## config.mk

```make
export PLATFORM = sky130hd
export DESIGN_NAME = dpoc_output_ctrl
export DESIGN_NICKNAME = d
export VERILOG_FILES = /design/src/dpoc_output_ctrl.v /design/src/dpoc_sync2.v
export VERILOG_INCLUDE_DIRS = /design/src
export SDC_FILE = /design/constraint.sdc
export NUM_CORES = 1
export LEC_CHECK = 0
export BUFFER_PORTS_ARGS = -buffer_cell sky130_fd_sc_hd__buf_2
export CAP_MARGIN = 20
export CORE_ASPECT_RATIO = 1.4
export CORE_MARGIN = 4
export CORE_UTILIZATION = 30
export CTS_CLUSTER_SIZE = 24
export DETAILED_ROUTE_END_ITERATION = 7
export PLACE_DENSITY = 0.58
export SYNTH_ARGS = -nofsm -noshare
export SYNTH_HDL_FRONTEND = slang
export SYNTH_SLANG_ARGS = --single-unit
export TNS_END_PERCENT = 50
```

## constraint.sdc

```tcl
create_clock -name CLK_SYS -period 1.5 [get_ports CLK_SYS]
set_input_delay 0.075 -clock CLK_SYS [delete_from_list [all_inputs] [get_ports CLK_SYS]]
set_output_delay 0.075 -clock CLK_SYS [all_outputs]
set_load 0.01 [all_outputs]
```

## src/dpoc_regs.vh

```
`ifndef DPOC_REGS_VH
`define DPOC_REGS_VH
`define DPOC_ADDR_W        4
`define DPOC_ADDR_CTRL     4'h0
`define DPOC_ADDR_STATUS   4'h1
`define DPOC_BIT_HOLD_REL  0
`define DPOC_BIT_SLEEP_SEL 1
`define DPOC_BIT_EDGE_SEL  2
`define DPOC_BIT_SLEW      3
`define DPOC_BIT_OVR_EN    4
`define DPOC_STAT_SLEEP    0
`define DPOC_STAT_PDB      1
`define DPOC_STAT_LOCK     2
`define DPOC_STAT_RUN      3
`define DPOC_STAT_HOLD     4
`define DPOC_PAD_MSB       7
`define DPOC_PAD_LSB       5
`define DPOC_CTRL_RESET    8'h00
`define DPOC_SYNC_RESET    2'h0
`endif

```

## src/dpoc_output_ctrl.v

```verilog
// Added by the designer: the register addresses and strobed register access.
`timescale 1ns/1ps
`include "dpoc_regs.vh"
module dpoc_output_ctrl #(
   parameter DATA_W = 24,
   parameter CTRL_W = 3
) (
   input  wire                    CLK_SYS,
   input  wire                    RESET_N,
   input  wire                    POWER_DOWN_BAR,
   input  wire                    LINK_LOCKED,
   input  wire                    STRAP_OUTPUTS_LOW_HOLD,
   input  wire                    STRAP_SLEEP_OUTPUT_STATE_SELECT,
   input  wire                    STRAP_STROBE_EDGE_SELECT,
   input  wire                    STRAP_DATA_OUTPUT_SLEW_BOOST,
   input  wire [DATA_W-1:0]       RX_DATA,
   input  wire [CTRL_W-1:0]       RX_CTRL,
   input  wire [`DPOC_ADDR_W-1:0] REG_ADDR,
   input  wire [7:0]              REG_WDATA,
   input  wire                    REG_WR,
   input  wire                    REG_RD,
   output reg  [7:0]              REG_RDATA,
   output reg  [DATA_W-1:0]       PAR_DATA,
   output reg  [CTRL_W-1:0]       PAR_CTRL,
   output reg                     PAR_DATA_OE,
   output reg                     PAR_CLK,
   output reg                     STROBE_EDGE_SELECT,
   output reg                     DATA_OUTPUT_SLEW_BOOST,
   output wire                    OUTPUTS_ACTIVE
);
   // Synchroniser lane order
   localparam lane_slew  = 0;
   localparam lane_edge  = 1;
   localparam lane_sleep = 2;
   localparam lane_hold  = 3;
   localparam lane_lock  = 4;
   localparam lane_pdb   = 5;
   localparam lane_n     = 6;

   wire [lane_n-1:0] pins_raw;
   wire [lane_n-1:0] pins_s;
   wire [7:0]        ctrl_word;
   wire [7:0]        status_word;
   reg        pd_prev_reg;
   reg        hold_reg;
   reg        sleep_sel_reg;
   reg        edge_reg;
   reg        slew_reg;
   reg        ovr_reg;
   reg        hold_rel_reg;
   reg        edge_phase_reg;
   wire       pdb_s;
   wire       lock_s;
   wire       wake;
   wire       eff_hold;
   wire       eff_sleep;
   wire       eff_edge;
   wire       eff_slew;
   wire       run;
   wire       hold_src;
   wire       sleep_src;
   wire       ctrl_wr_hit;
   wire       launch;

   // Pin lanes into synchroniser
   assign pins_raw[lane_pdb]   = POWER_DOWN_BAR;
   assign pins_raw[lane_lock]  = LINK_LOCKED;
   assign pins_raw[lane_hold]  = STRAP_OUTPUTS_LOW_HOLD;
   assign pins_raw[lane_sleep] = STRAP_SLEEP_OUTPUT_STATE_SELECT;
   assign pins_raw[lane_edge]  = STRAP_STROBE_EDGE_SELECT;
   assign pins_raw[lane_slew]  = STRAP_DATA_OUTPUT_SLEW_BOOST;

   dpoc_sync2 #(.W(lane_n)) u_sync (
      .clk   (CLK_SYS),
      .rst_n (RESET_N),
      .d     (pins_raw),
      .q     (pins_s)
   );
   assign pdb_s  = pins_s[lane_pdb];
   assign lock_s = pins_s[lane_lock];
   assign wake   = pdb_s & ~pd_prev_reg;

   assign eff_hold  = hold_reg;
   assign hold_src  = pdb_s ? hold_reg : pins_s[lane_hold];
   assign sleep_src = pdb_s ? sleep_sel_reg : pins_s[lane_sleep];
   assign eff_sleep = ovr_reg ? sleep_sel_reg : (hold_src ? 1'b0 : sleep_src);
   assign eff_edge  = edge_reg;
   assign eff_slew  = slew_reg;

   assign run = pdb_s & lock_s & (~eff_hold | hold_rel_reg);
   assign OUTPUTS_ACTIVE = run;

   assign launch = run & (edge_phase_reg != eff_edge);

   // Register write decode
   assign ctrl_wr_hit = REG_WR & (REG_ADDR == `DPOC_ADDR_CTRL);

   // Register read words
   assign ctrl_word[`DPOC_BIT_HOLD_REL]            = hold_rel_reg;
   assign ctrl_word[`DPOC_BIT_SLEEP_SEL]           = sleep_sel_reg;
   assign ctrl_word[`DPOC_BIT_EDGE_SEL]            = edge_reg;
   assign ctrl_word[`DPOC_BIT_SLEW]                = slew_reg;
   assign ctrl_word[`DPOC_BIT_OVR_EN]              = ovr_reg;
   assign ctrl_word[`DPOC_PAD_MSB:`DPOC_PAD_LSB]   = 3'h0;
   assign status_word[`DPOC_STAT_SLEEP]            = eff_sleep;
   assign status_word[`DPOC_STAT_PDB]              = pdb_s;
   assign status_word[`DPOC_STAT_LOCK]             = lock_s;
   assign status_word[`DPOC_STAT_RUN]              = run;
   assign status_word[`DPOC_STAT_HOLD]             = eff_hold;
   assign status_word[`DPOC_PAD_MSB:`DPOC_PAD_LSB] = 3'h0;

   always @(posedge CLK_SYS) begin
      if (!RESET_N) begin
         pd_prev_reg   <= 1'b0;
         hold_reg      <= 1'b0;
         sleep_sel_reg <= 1'b0;
         edge_reg      <= 1'b0;
         slew_reg      <= 1'b0;
         ovr_reg       <= 1'b0;
         hold_rel_reg  <= 1'b0;
      end else begin
         pd_prev_reg <= pdb_s;
         if (!pdb_s) begin
            hold_reg      <= 1'b0;
            sleep_sel_reg <= 1'b0;
            edge_reg      <= 1'b0;
            slew_reg      <= 1'b0;
            ovr_reg       <= 1'b0;
            hold_rel_reg  <= 1'b0;
         end else if (wake) begin
            hold_reg      <= pins_s[lane_hold];
            sleep_sel_reg <= pins_s[lane_sleep];
            edge_reg      <= pins_s[lane_edge];
            slew_reg      <= pins_s[lane_slew];
         end else if (ctrl_wr_hit) begin
            hold_rel_reg  <= REG_WDATA[`DPOC_BIT_HOLD_REL];
            sleep_sel_reg <= REG_WDATA[`DPOC_BIT_SLEEP_SEL];
            edge_reg      <= REG_WDATA[`DPOC_BIT_EDGE_SEL];
            slew_reg      <= REG_WDATA[`DPOC_BIT_SLEW];
            ovr_reg       <= REG_WDATA[`DPOC_BIT_OVR_EN];
         end
      end
   end

   always @(posedge CLK_SYS) begin
      if (!RESET_N) begin
         REG_RDATA <= `DPOC_CTRL_RESET;
      end else if (REG_RD) begin
         case (REG_ADDR)
            `DPOC_ADDR_CTRL: begin
               REG_RDATA <= ctrl_word;
            end
            `DPOC_ADDR_STATUS: begin
               REG_RDATA <= status_word;
            end
            default: begin
               REG_RDATA <= 8'h00;
            end
         endcase
      end else begin
         // Read data stands one cycle only
         REG_RDATA <= 8'h00;
      end
   end

   always @(posedge CLK_SYS) begin
      if (!RESET_N) begin
         STROBE_EDGE_SELECT     <= 1'b0;
         DATA_OUTPUT_SLEW_BOOST <= 1'b0;
      end else begin
         STROBE_EDGE_SELECT     <= eff_edge;
         DATA_OUTPUT_SLEW_BOOST <= eff_slew;
      end
   end

   // Output clock phase
   always @(posedge CLK_SYS) begin
      if (!RESET_N) begin
         edge_phase_reg <= 1'b0;
         PAR_CLK        <= 1'b0;
      end else begin
         edge_phase_reg <= ~edge_phase_reg;
         PAR_CLK        <= run ? edge_phase_reg : 1'b0;
      end
   end

   always @(posedge CLK_SYS) begin
      if (!RESET_N) begin
         PAR_DATA               <= {DATA_W{1'b0}};
         PAR_CTRL               <= {CTRL_W{1'b0}};
         PAR_DATA_OE            <= 1'b0;
      end else begin
         if (!pdb_s) begin
            PAR_DATA    <= {DATA_W{1'b0}};
            PAR_CTRL    <= {CTRL_W{1'b0}};
            PAR_DATA_OE <= ~eff_sleep;
         end else if (!run) begin
            PAR_DATA    <= {DATA_W{1'b0}};
            PAR_CTRL    <= {CTRL_W{1'b0}};
            PAR_DATA_OE <= 1'b1;
         end else if (launch) begin
            PAR_DATA    <= RX_DATA;
            PAR_CTRL    <= RX_CTRL;
            PAR_DATA_OE <= 1'b1;
         end
      end
   end
endmodule // dpoc_output_ctrl

```

## src/dpoc_sync2.v

```verilog
`timescale 1ns/1ps
module dpoc_sync2 #(
   parameter W = 8
) (
   input  wire         clk,
   input  wire         rst_n,
   input  wire [W-1:0] d,
   output wire [W-1:0] q
);
   reg [W-1:0] s1_reg;
   reg [W-1:0] s2_reg;
   always @(posedge clk) begin
      if (!rst_n) begin
         s1_reg <= {W{1'b0}};
         s2_reg <= {W{1'b0}};
      end else begin
         s1_reg <= d;
         s2_reg <= s1_reg;
      end
   end
   assign q = s2_reg;
endmodule // dpoc_sync2

```

After elaboration in Yosys (flattened, before gate mapping)
Cells that the tools add are included.
{ "classes": {"n_eq_ne": 3, "n_mux": 14, "bitwise": 11, "reduce_logical": 7} }
{ "ops": {"columns": ["op", "count"], "rows": [
  ["1-bit 2-to-1 mux", 13],
  ["5-bit one-hot mux with 2 select lines", 1],
  ["2-bit AND reduction", 4],
  ["1-bit AND", 5],
  ["1-bit NOT", 5],
  ["4-bit by 1-bit == test with 1-bit output, second input constant", 1],
  ["4-bit zero test", 1],
  ["3-bit inequality test, second input constant", 1],
  ["3-bit AND reduction", 1],
  ["2-bit nonzero test", 1],
  ["1-bit inequality test", 1],
  ["1-bit OR", 1]
]} }
{ "totals": {"register_bits": 59, "inputBits": 49, "out_inout_bits": 40} }

Logic depth before layout (Yosys ltp)
Gate-level depths: netlist of the first run.
{ "logic_depth": {"depth_word": 7, "depth_mapped": 6, "ltp_nobuf": 4} }

Hierarchy
From an unflattened synthesis of the first run, not the netlist that was laid out.
{ "hier_totals": {"hier_cells": 159, "hier_area_um2": 2014.4} }
{ "modules_own_cells": {"columns": ["mod", "instances", "cells_each", "area_per_inst_um2", "seq_area_each_um2"], "rows": [
  ["dpoc_output_ctrl", 1, 134, 1677.9, 880.8],
  ["dpoc_sync2", 1, 25, 336.6, 240.2]
]} }

Worst setup path after synthesis of the first run
No wires, ideal clock.
{ "synth_timing": {"kind": "reg-to-reg", "startpoint": "register hold_rel_reg", "endpoint": "register PAR_DATA[1]", "t_arrival_ns": 1.141, "required_ns": 1.381, "slack_ns": 0.240, "stages_incl_launch_ff": 7, "path_cell_list": "dfxtp_1 -> nand2b_1 -> and3_1 -> buf_4 -> nand2_4 -> buf_6 -> o221a_2"} }
{ "synth_between": {"elab_chain_len": 3} }
{ "synth_rtl": {"columns": ["item", "line", "source"], "rows": [
  ["from (decl)", "dpoc_output_ctrl.v:50", "reg hold_rel_reg;"],
  ["from (signal assigned)", "dpoc_output_ctrl.v:136", "hold_rel_reg <= REG_WDATA[`DPOC_BIT_HOLD_REL];"],
  ["1-bit OR (*)", "dpoc_output_ctrl.v:90", "assign run = pdb_s & lock_s & (~eff_hold | hold_rel_reg);"],
  ["1-bit AND (*)", "dpoc_output_ctrl.v:90", null],
  ["named net OUTPUTS_ACTIVE", "dpoc_output_ctrl.v:29", "output wire OUTPUTS_ACTIVE"],
  ["3-bit AND reduction (no line) or 1-bit AND (tied branches)", null, null],
  ["to (signal assigned)", "dpoc_output_ctrl.v:189", "PAR_DATA <= {DATA_W{1'b0}};"],
  ["to (signal assigned)", "dpoc_output_ctrl.v:194", "PAR_DATA <= {DATA_W{1'b0}};"],
  ["to (signal assigned)", "dpoc_output_ctrl.v:198", "PAR_DATA <= {DATA_W{1'b0}};"],
  ["to (decl)", "dpoc_output_ctrl.v:23", "output reg [DATA_W-1:0] PAR_DATA,"]
]} }
Mark *: on every way through the listed nets, which the timed path passes. The rest lies on a longest branch.
A chain may end at the register's enable or synchronous reset.

Worst setup path after layout of the first run
{ "layout_timing": {"startpoint": "register hold_rel_reg", "endpoint": "output OUTPUTS_ACTIVE"} }
{ "layout_between": {"elab_chain_len": 2} }
{ "layout_rtl": {"columns": ["item", "line"], "rows": [
  ["1-bit OR", "dpoc_output_ctrl.v:90"],
  ["1-bit AND", "dpoc_output_ctrl.v:90"],
  ["to (decl)", "dpoc_output_ctrl.v:29"]
]} }
No other way between the ends.

==> results of run 1 <==
[worst paths after layout]
| path | slack [ns] | end | cells past startpoint | start |
|---|---|---|---|---|
| setup reg to reg | 0.14 | PAR_DATA[5] | 4 | hold_rel_reg |
| hold reg to reg | 0.44 | u_sync.q[0] | 1 | u_sync.s1_reg[0] |
| hold / removal | 0.01 | ovr_reg | 3 | REG_WDATA[4] |
| setup / recovery | 0.11 | OUTPUTS_ACTIVE | 4 | hold_rel_reg |
[kinds of logic after synthesis]
group	Yosys count	share of synthesized area (%)
AO/OA/AOI/OAI	41	19.67
XOR/XNOR	1	0.8225
buffers and inverters	14	6.958
flip-flops	56	56.67
multiplexers	6	3.036
other	1	0.1896
AND/OR/NAND/NOR	40	12.65
[cell usage in the layout (no fill, tap or decap)]
cell type and instances:
nor2b_1 2, nand2_4 1, o21ai_0 4, nand2_2 1, nor4_4 1, mux2i_1 6, o21bai_1 1, nor4b_1 1
clkbuf_8 5, a22oi_1 4, buf_4 4, clkinv_2 1, nor4b_2 1, nand2_1 4, and2_1 15, clkbuf_1 1
nand2b_1 2, o221a_2 25, o21a_1 1, buf_12 1, a21oi_1 4, xor2_2 1, bufinv_16 1, nor2_1 8
nand3_1 1, and3_1 3, conb_1 3, inv_2 1, dlygate4sd3_1 7, buf_2 82, dfxtp_1 56, o221a_1 2
[worst reg2reg max path: stages, from the launching register on]
cell,delay [ns]
dfxtp_1,0.35
nand2b_1,0.13
and3_1,0.25
nand2_4,0.21
o221a_2,0.31
[power groups by stage]
stage	logic (mW)	clock network (mW)	registers, mW
after floorplan	0.0710	0	1.55
after global placement	0.147	0	1.55
after detailed placement	0.148	0	1.55
after CTS	0.162	0.998	1.52
after global routing	0.181	1.06	1.52
final	0.161	0.955	1.52
[through the flow]
stage / util [%] / cell area (µm²)
floorplan: - / 1986
global placement: 38.16 / 2402
detailed placement: 38.16 / 2402
CTS: 40.98 / 2580
global route: 40.98 / 2580
finish: 40.98 / 2580
[area by class of cell]
class | count | share of cell area, %
Tap cell | 72 | 3.492
Sequential cell | 56 | 43.45
Clock inverter | 2 | 1.358
Timing Repair Buffer | 94 | 20.56
Multi-Input combinational cell | 91 | 28.18
Clock buffer | 6 | 2.813
Inverter | 1 | 0.1455
[per-layer routing]
layer / wire [µm] / global-route usage (%) / vias up
met5: 0 / 0 / -
met4: 40 / 5.699 / 0
met3: 312 / 3.033 / 4
li1: - / - / 753
met2: 1928 / 17.80 / 75
met1: 2016 / 13.94 / 690
==> reports/metrics.cfg, run 1 <==
[timing]
finalSetupViolCount=0
finalHoldViolations=0
rsz0062_at_grt=no
slew_violations=0
period_minus_slack_ns=1.387
finalClockSkew_ns=0.008010
setup_ws_ns=0.1129
fin_tns_setup_ns=0
whs_ns=0.009874
max_freq_mhz=720.9
fin_crit_sh_pct=92.48

[worst_setup_path]
critical_path_class=reg -> out
crit_family=simple AND/OR/NAND/NOR gates
crit_fanout=3
worstSetupEndpointType=output port
cp.required_ns=1.42
path_cells=nand2b_1 -> and3_1 -> buf_4 -> buf_2
cp_slowest_cell=dfxtp_1
cpPeakStageDelay_ns=0.33
crit_arrival_ns=1.31
start_kind=register
worst-path-buf-inv=2

[global_routing]
grt_max_degree=29
antenna_found_initial=0
grt_use_total_pct=11.25
grt_pass1_vias=1498
grt_pass1_wl_um=7217
grt-ovfl-total=0

[power_and_ir_drop]
powerDensity_nw_per_um2=1021
p_int_mw=2.088
totalPowerFinal_mw=2.634
sw_frac_of_total_pct=20.72
seqPwrFrac_pct=57.6
pwr-share-comb_pct=6.1
ir_worst_vdd_v=0.0005493
leakage_nw=1.211
p_sw_mw=0.5458
pwr-share-clk_pct=36.3

[placement]
io_buffer_count=82
detailed_place_hpwl_um=3166
place_congestion=0.7129
place_inst=307
dp_slack_ns=0.1767

[die]
die-area_um2=7976
io_pins=89
initial_utilization_pct=31.42
core_area_um2=6296
die_y_um=104.1
die_w_um=76.63
rows=34

[route]
drc=0
detail_route.wl_per_cell_um=13.35
dr.first_iter.drc_count=75
viasPerCell=4.727
dr_total_vias=1522
firstDrtPassIters=4
drtAntennaViolNets=0
wl_um=4298

[synthesis]
synth_common_cells=dfxtp_1 (56), o221a_2 (25), and2_1 (15)
syn_avg_cell_area_um2=12.44
synthCells=159
synth_largest_area_cell=dfxtp_1
ys_types=29
ys_seq_area_share_pct=56.67
synth_top_area_share_pct=56.67
netlist_area_um2=1978
synth_async_sr_flop_share_pct=0
yosysMostFrequentCell=dfxtp_1
synth_edf_count=0
synth_flop_cell=dfxtp_1
ys_seq_elements=56
ys_top_cells_by_area=dfxtp_1 (57%), o221a_2 (14%), and2_1 (4.7%), mux2i_1 (3.0%), buf_6 (2.3%)
yosysWarnings=0

[layout]
area_delta_synth_final_pct=30.42
multiInputGateArea_um2=726.9
drive_above_1_share_pct=50.00
seq_area_um2=1121
nNetsFinal=298
largest_reg_flops=24
diodes=0
stdcell_count=322
fillers=627

[clocking]
htreeDepth=2
worstSkewPairLatency_ns=0.30
cts.sinks=56
cts_setup_buffers=0
ctsHoldBuffers=7
clkTransAtPathRegs_ns=0.09
cts.path.max_buffers=2
cts_root_buf=clkbuf_8
cts_buffers=5
cts_tree=built
cts_resized=0

[flow_run]
maxCapViolCount=0

[min_path]
min_path_type=in -> reg

[run_status]
status=completed

Note: power is estimated with default switching activity, not from simulation.
==> run 2, diff against run 1 <==
CORE_UTILIZATION = 46   (was 30)
PLACE_DENSITY = 0.81   (was 0.58)
==> run 2 against run 1 <==
Global-route usage up 3.7 points. Sequential share of layout area up 0.55 points. Critical path depth down 1.
==> reports/metrics.cfg, run 2 (synthesis gave the netlist of run 1 again) <==
[run_status]
status=completed  ; unchanged

[die]
initial_utilization_pct=48.80  ; was 31.42%
die_y_um=85.59  ; was 104.1 µm
io_pins=89  ; unchanged
die-area_um2=5428  ; was 7976 µm²
core_area_um2=4054  ; was 6296 µm²
rows=27  ; was 34
die_w_um=63.42  ; was 76.63 µm

[clocking]
cts_buffers=5  ; unchanged
htreeDepth=2  ; unchanged
cts_root_buf=clkbuf_8  ; unchanged
cts.path.max_buffers=2  ; unchanged
cts_tree=built  ; unchanged
cts.sinks=56  ; unchanged
clkTransAtPathRegs_ns=0.09  ; about the same
worstSkewPairLatency_ns=0.30  ; about the same

[placement]
io_buffer_count=82  ; unchanged
place_area_um2=2374  ; was 2402 µm²
place_congestion=0.7231  ; was 0.7129
detailed_place_hpwl_um=3030  ; was 3166 µm
dp_slack_ns=0.1049  ; was 0.1767 ns

[timing]
max_freq_mhz=747.0  ; was 720.9 MHz
slew_violations=0  ; unchanged
whs_ns=0.005429  ; was 0.009874 ns
fin_tns_setup_ns=0  ; unchanged
fin_crit_sh_pct=89.25  ; was 92.48%
finalSetupViolCount=0  ; unchanged
rsz0062_at_grt=no  ; unchanged
period_minus_slack_ns=1.339  ; was 1.387 ns
finalHoldViolations=0  ; unchanged
setup_ws_ns=0.1613  ; was 0.1129 ns
finalClockSkew_ns=0.008742  ; was 0.008010 ns

[layout]
layout_commonest_cell=buf_2  ; unchanged
nNetsFinal=299  ; was 298
diodes=0  ; unchanged
multiInputGateArea_um2=737.0  ; was 726.9 µm²
seq_area_um2=1121  ; unchanged
fin_area_um2=2547  ; was 2580 µm²
fillers=346  ; was 627
final_cell_mix=buf_2 (82), dfxtp_1 (56), o221a_2 (25)  ; unchanged
drive_above_1_share_pct=50.60  ; was 50.00%
largest_reg_flops=24  ; unchanged
area_delta_synth_final_pct=28.78  ; was 30.42%

[route]
drtAntennaViolNets=0  ; unchanged
dr.first_iter.drc_count=78  ; was 75
viasPerCell=5.048  ; was 4.727
drc=0  ; unchanged
dr_total_vias=1484  ; was 1,522
detail_route.wl_per_cell_um=13.49  ; was 13.35 µm
wl_um=3965  ; was 4298 µm
firstDrtPassIters=4  ; unchanged

[power_and_ir_drop]
sw_frac_of_total_pct=21.12  ; was 20.72%
powerDensity_nw_per_um2=979.7  ; was 1021 nW/µm²
pwr-share-clk_pct=32.8  ; was 36.3%
p_int_mw=1.969  ; was 2.088 mW
ir_worst_vdd_v=0.0008023  ; was 0.0005493 V
leakage_nw=1.196  ; was 1.211 nW
seqPwrFrac_pct=60.8  ; was 57.6%
p_sw_mw=0.5272  ; was 0.5458 mW
pwr-share-comb_pct=6.4  ; was 6.1%

[global_routing]
grt-ovfl-total=0  ; unchanged
grt_use_met3_pct=4.456  ; was 3.033%
grt_pass1_vias=1466  ; was 1,498
grt_max_degree=28  ; was 29
grtUsageMet1_pct=16.22  ; was 13.94%
grt_use_total_pct=14.94  ; was 11.25%
antenna_found_initial=0  ; unchanged
use_met2_pct=26.90  ; was 17.80%
grt_pass1_wl_um=6492  ; was 7217 µm
gr-max-usage-layer=met2  ; unchanged

[flow_run]
maxCapViolCount=0  ; unchanged

[min_path]
min_path_type=in -> reg  ; unchanged

[worst_setup_path]
reg2reg_slack_ns=0.16  ; was 0.14 ns
crit_fanout=27  ; was 3
crit_arrival_ns=1.53  ; was 1.31 ns
critical_path_class=reg -> reg  ; was reg -> out
start_kind=register  ; unchanged
cp.required_ns=1.69  ; was 1.42 ns
worstSetupEndpointType=register  ; was output port

## run 2: cell types whose count changed in the layout (fill, tap and decap cells not counted), sizes merged
cell and delta:
clkinvlp +1, bufinv -1, clkbuf +1, clkinv -1
buf +1
## run 2: critical path, cell delays in order (launching register included)
cell	delay, ns
dfxtp_1	0.42
xor2_2	0.34
nand2_8	0.18
o221a_2	0.29
## run 2: final cells by class
type / count / area share [%]
sequential: 56 / 44.01
timing repair buffer: 95 / 21.12
clock buffer: 7 / 3.389
inverter: 1 / 0.1473
tap: 43 / 2.112
clock inverter: 1 / 0.2947
multi-input combinational: 91 / 28.93
## run 2: per-stage QoR
stage | power (mW) | instances | utilization [%]
2_1_floorplan | 1.624 | 161 | -
3_3_place_gp | 1.695 | 279 | 58.55
3_5_place_dp | 1.698 | 279 | 58.55
4_1_cts | 2.525 | 294 | 62.59
5_1_grt | 2.605 | 294 | 62.84
6_report | 2.496 | 294 | 62.84
## run 2: timing repair
item | 4_1_cts | 5_1_grt
gates resized for setup | 0 | 2
buffers inserted | 0 | 0
endpoints found under the hold margin | 7 | 0
hold buffers | 7 | 0
endpoints found under the setup margin | 0 | 5
## run 2: power by group through the flow
stage	logic (mW)	registers [mW]	clock network [mW]
2_1_floorplan	0.0710	1.55	0
3_3_place_gp	0.143	1.55	0
3_5_place_dp	0.145	1.55	0
4_1_cts	0.159	1.52	0.848
5_1_grt	0.180	1.52	0.904
6_report	0.160	1.52	0.818
## run 2: worst paths after layout
kind | startpoint | cells after the start | to
max | edge_reg | 3 | PAR_DATA[17]
min | REG_WDATA[4] | 3 | ovr_reg
max reg2reg | edge_reg | 3 | PAR_DATA[17]
min reg2reg | u_sync.s1_reg[0] | 1 | u_sync.q[0]
## run 2: routing by layer
layer  wire (µm)  vias to the layer above
li1            -                      761
met4          69                        0
met2        2034                       51
met5           0                        -
met1        1590                      667
met3         270                        5
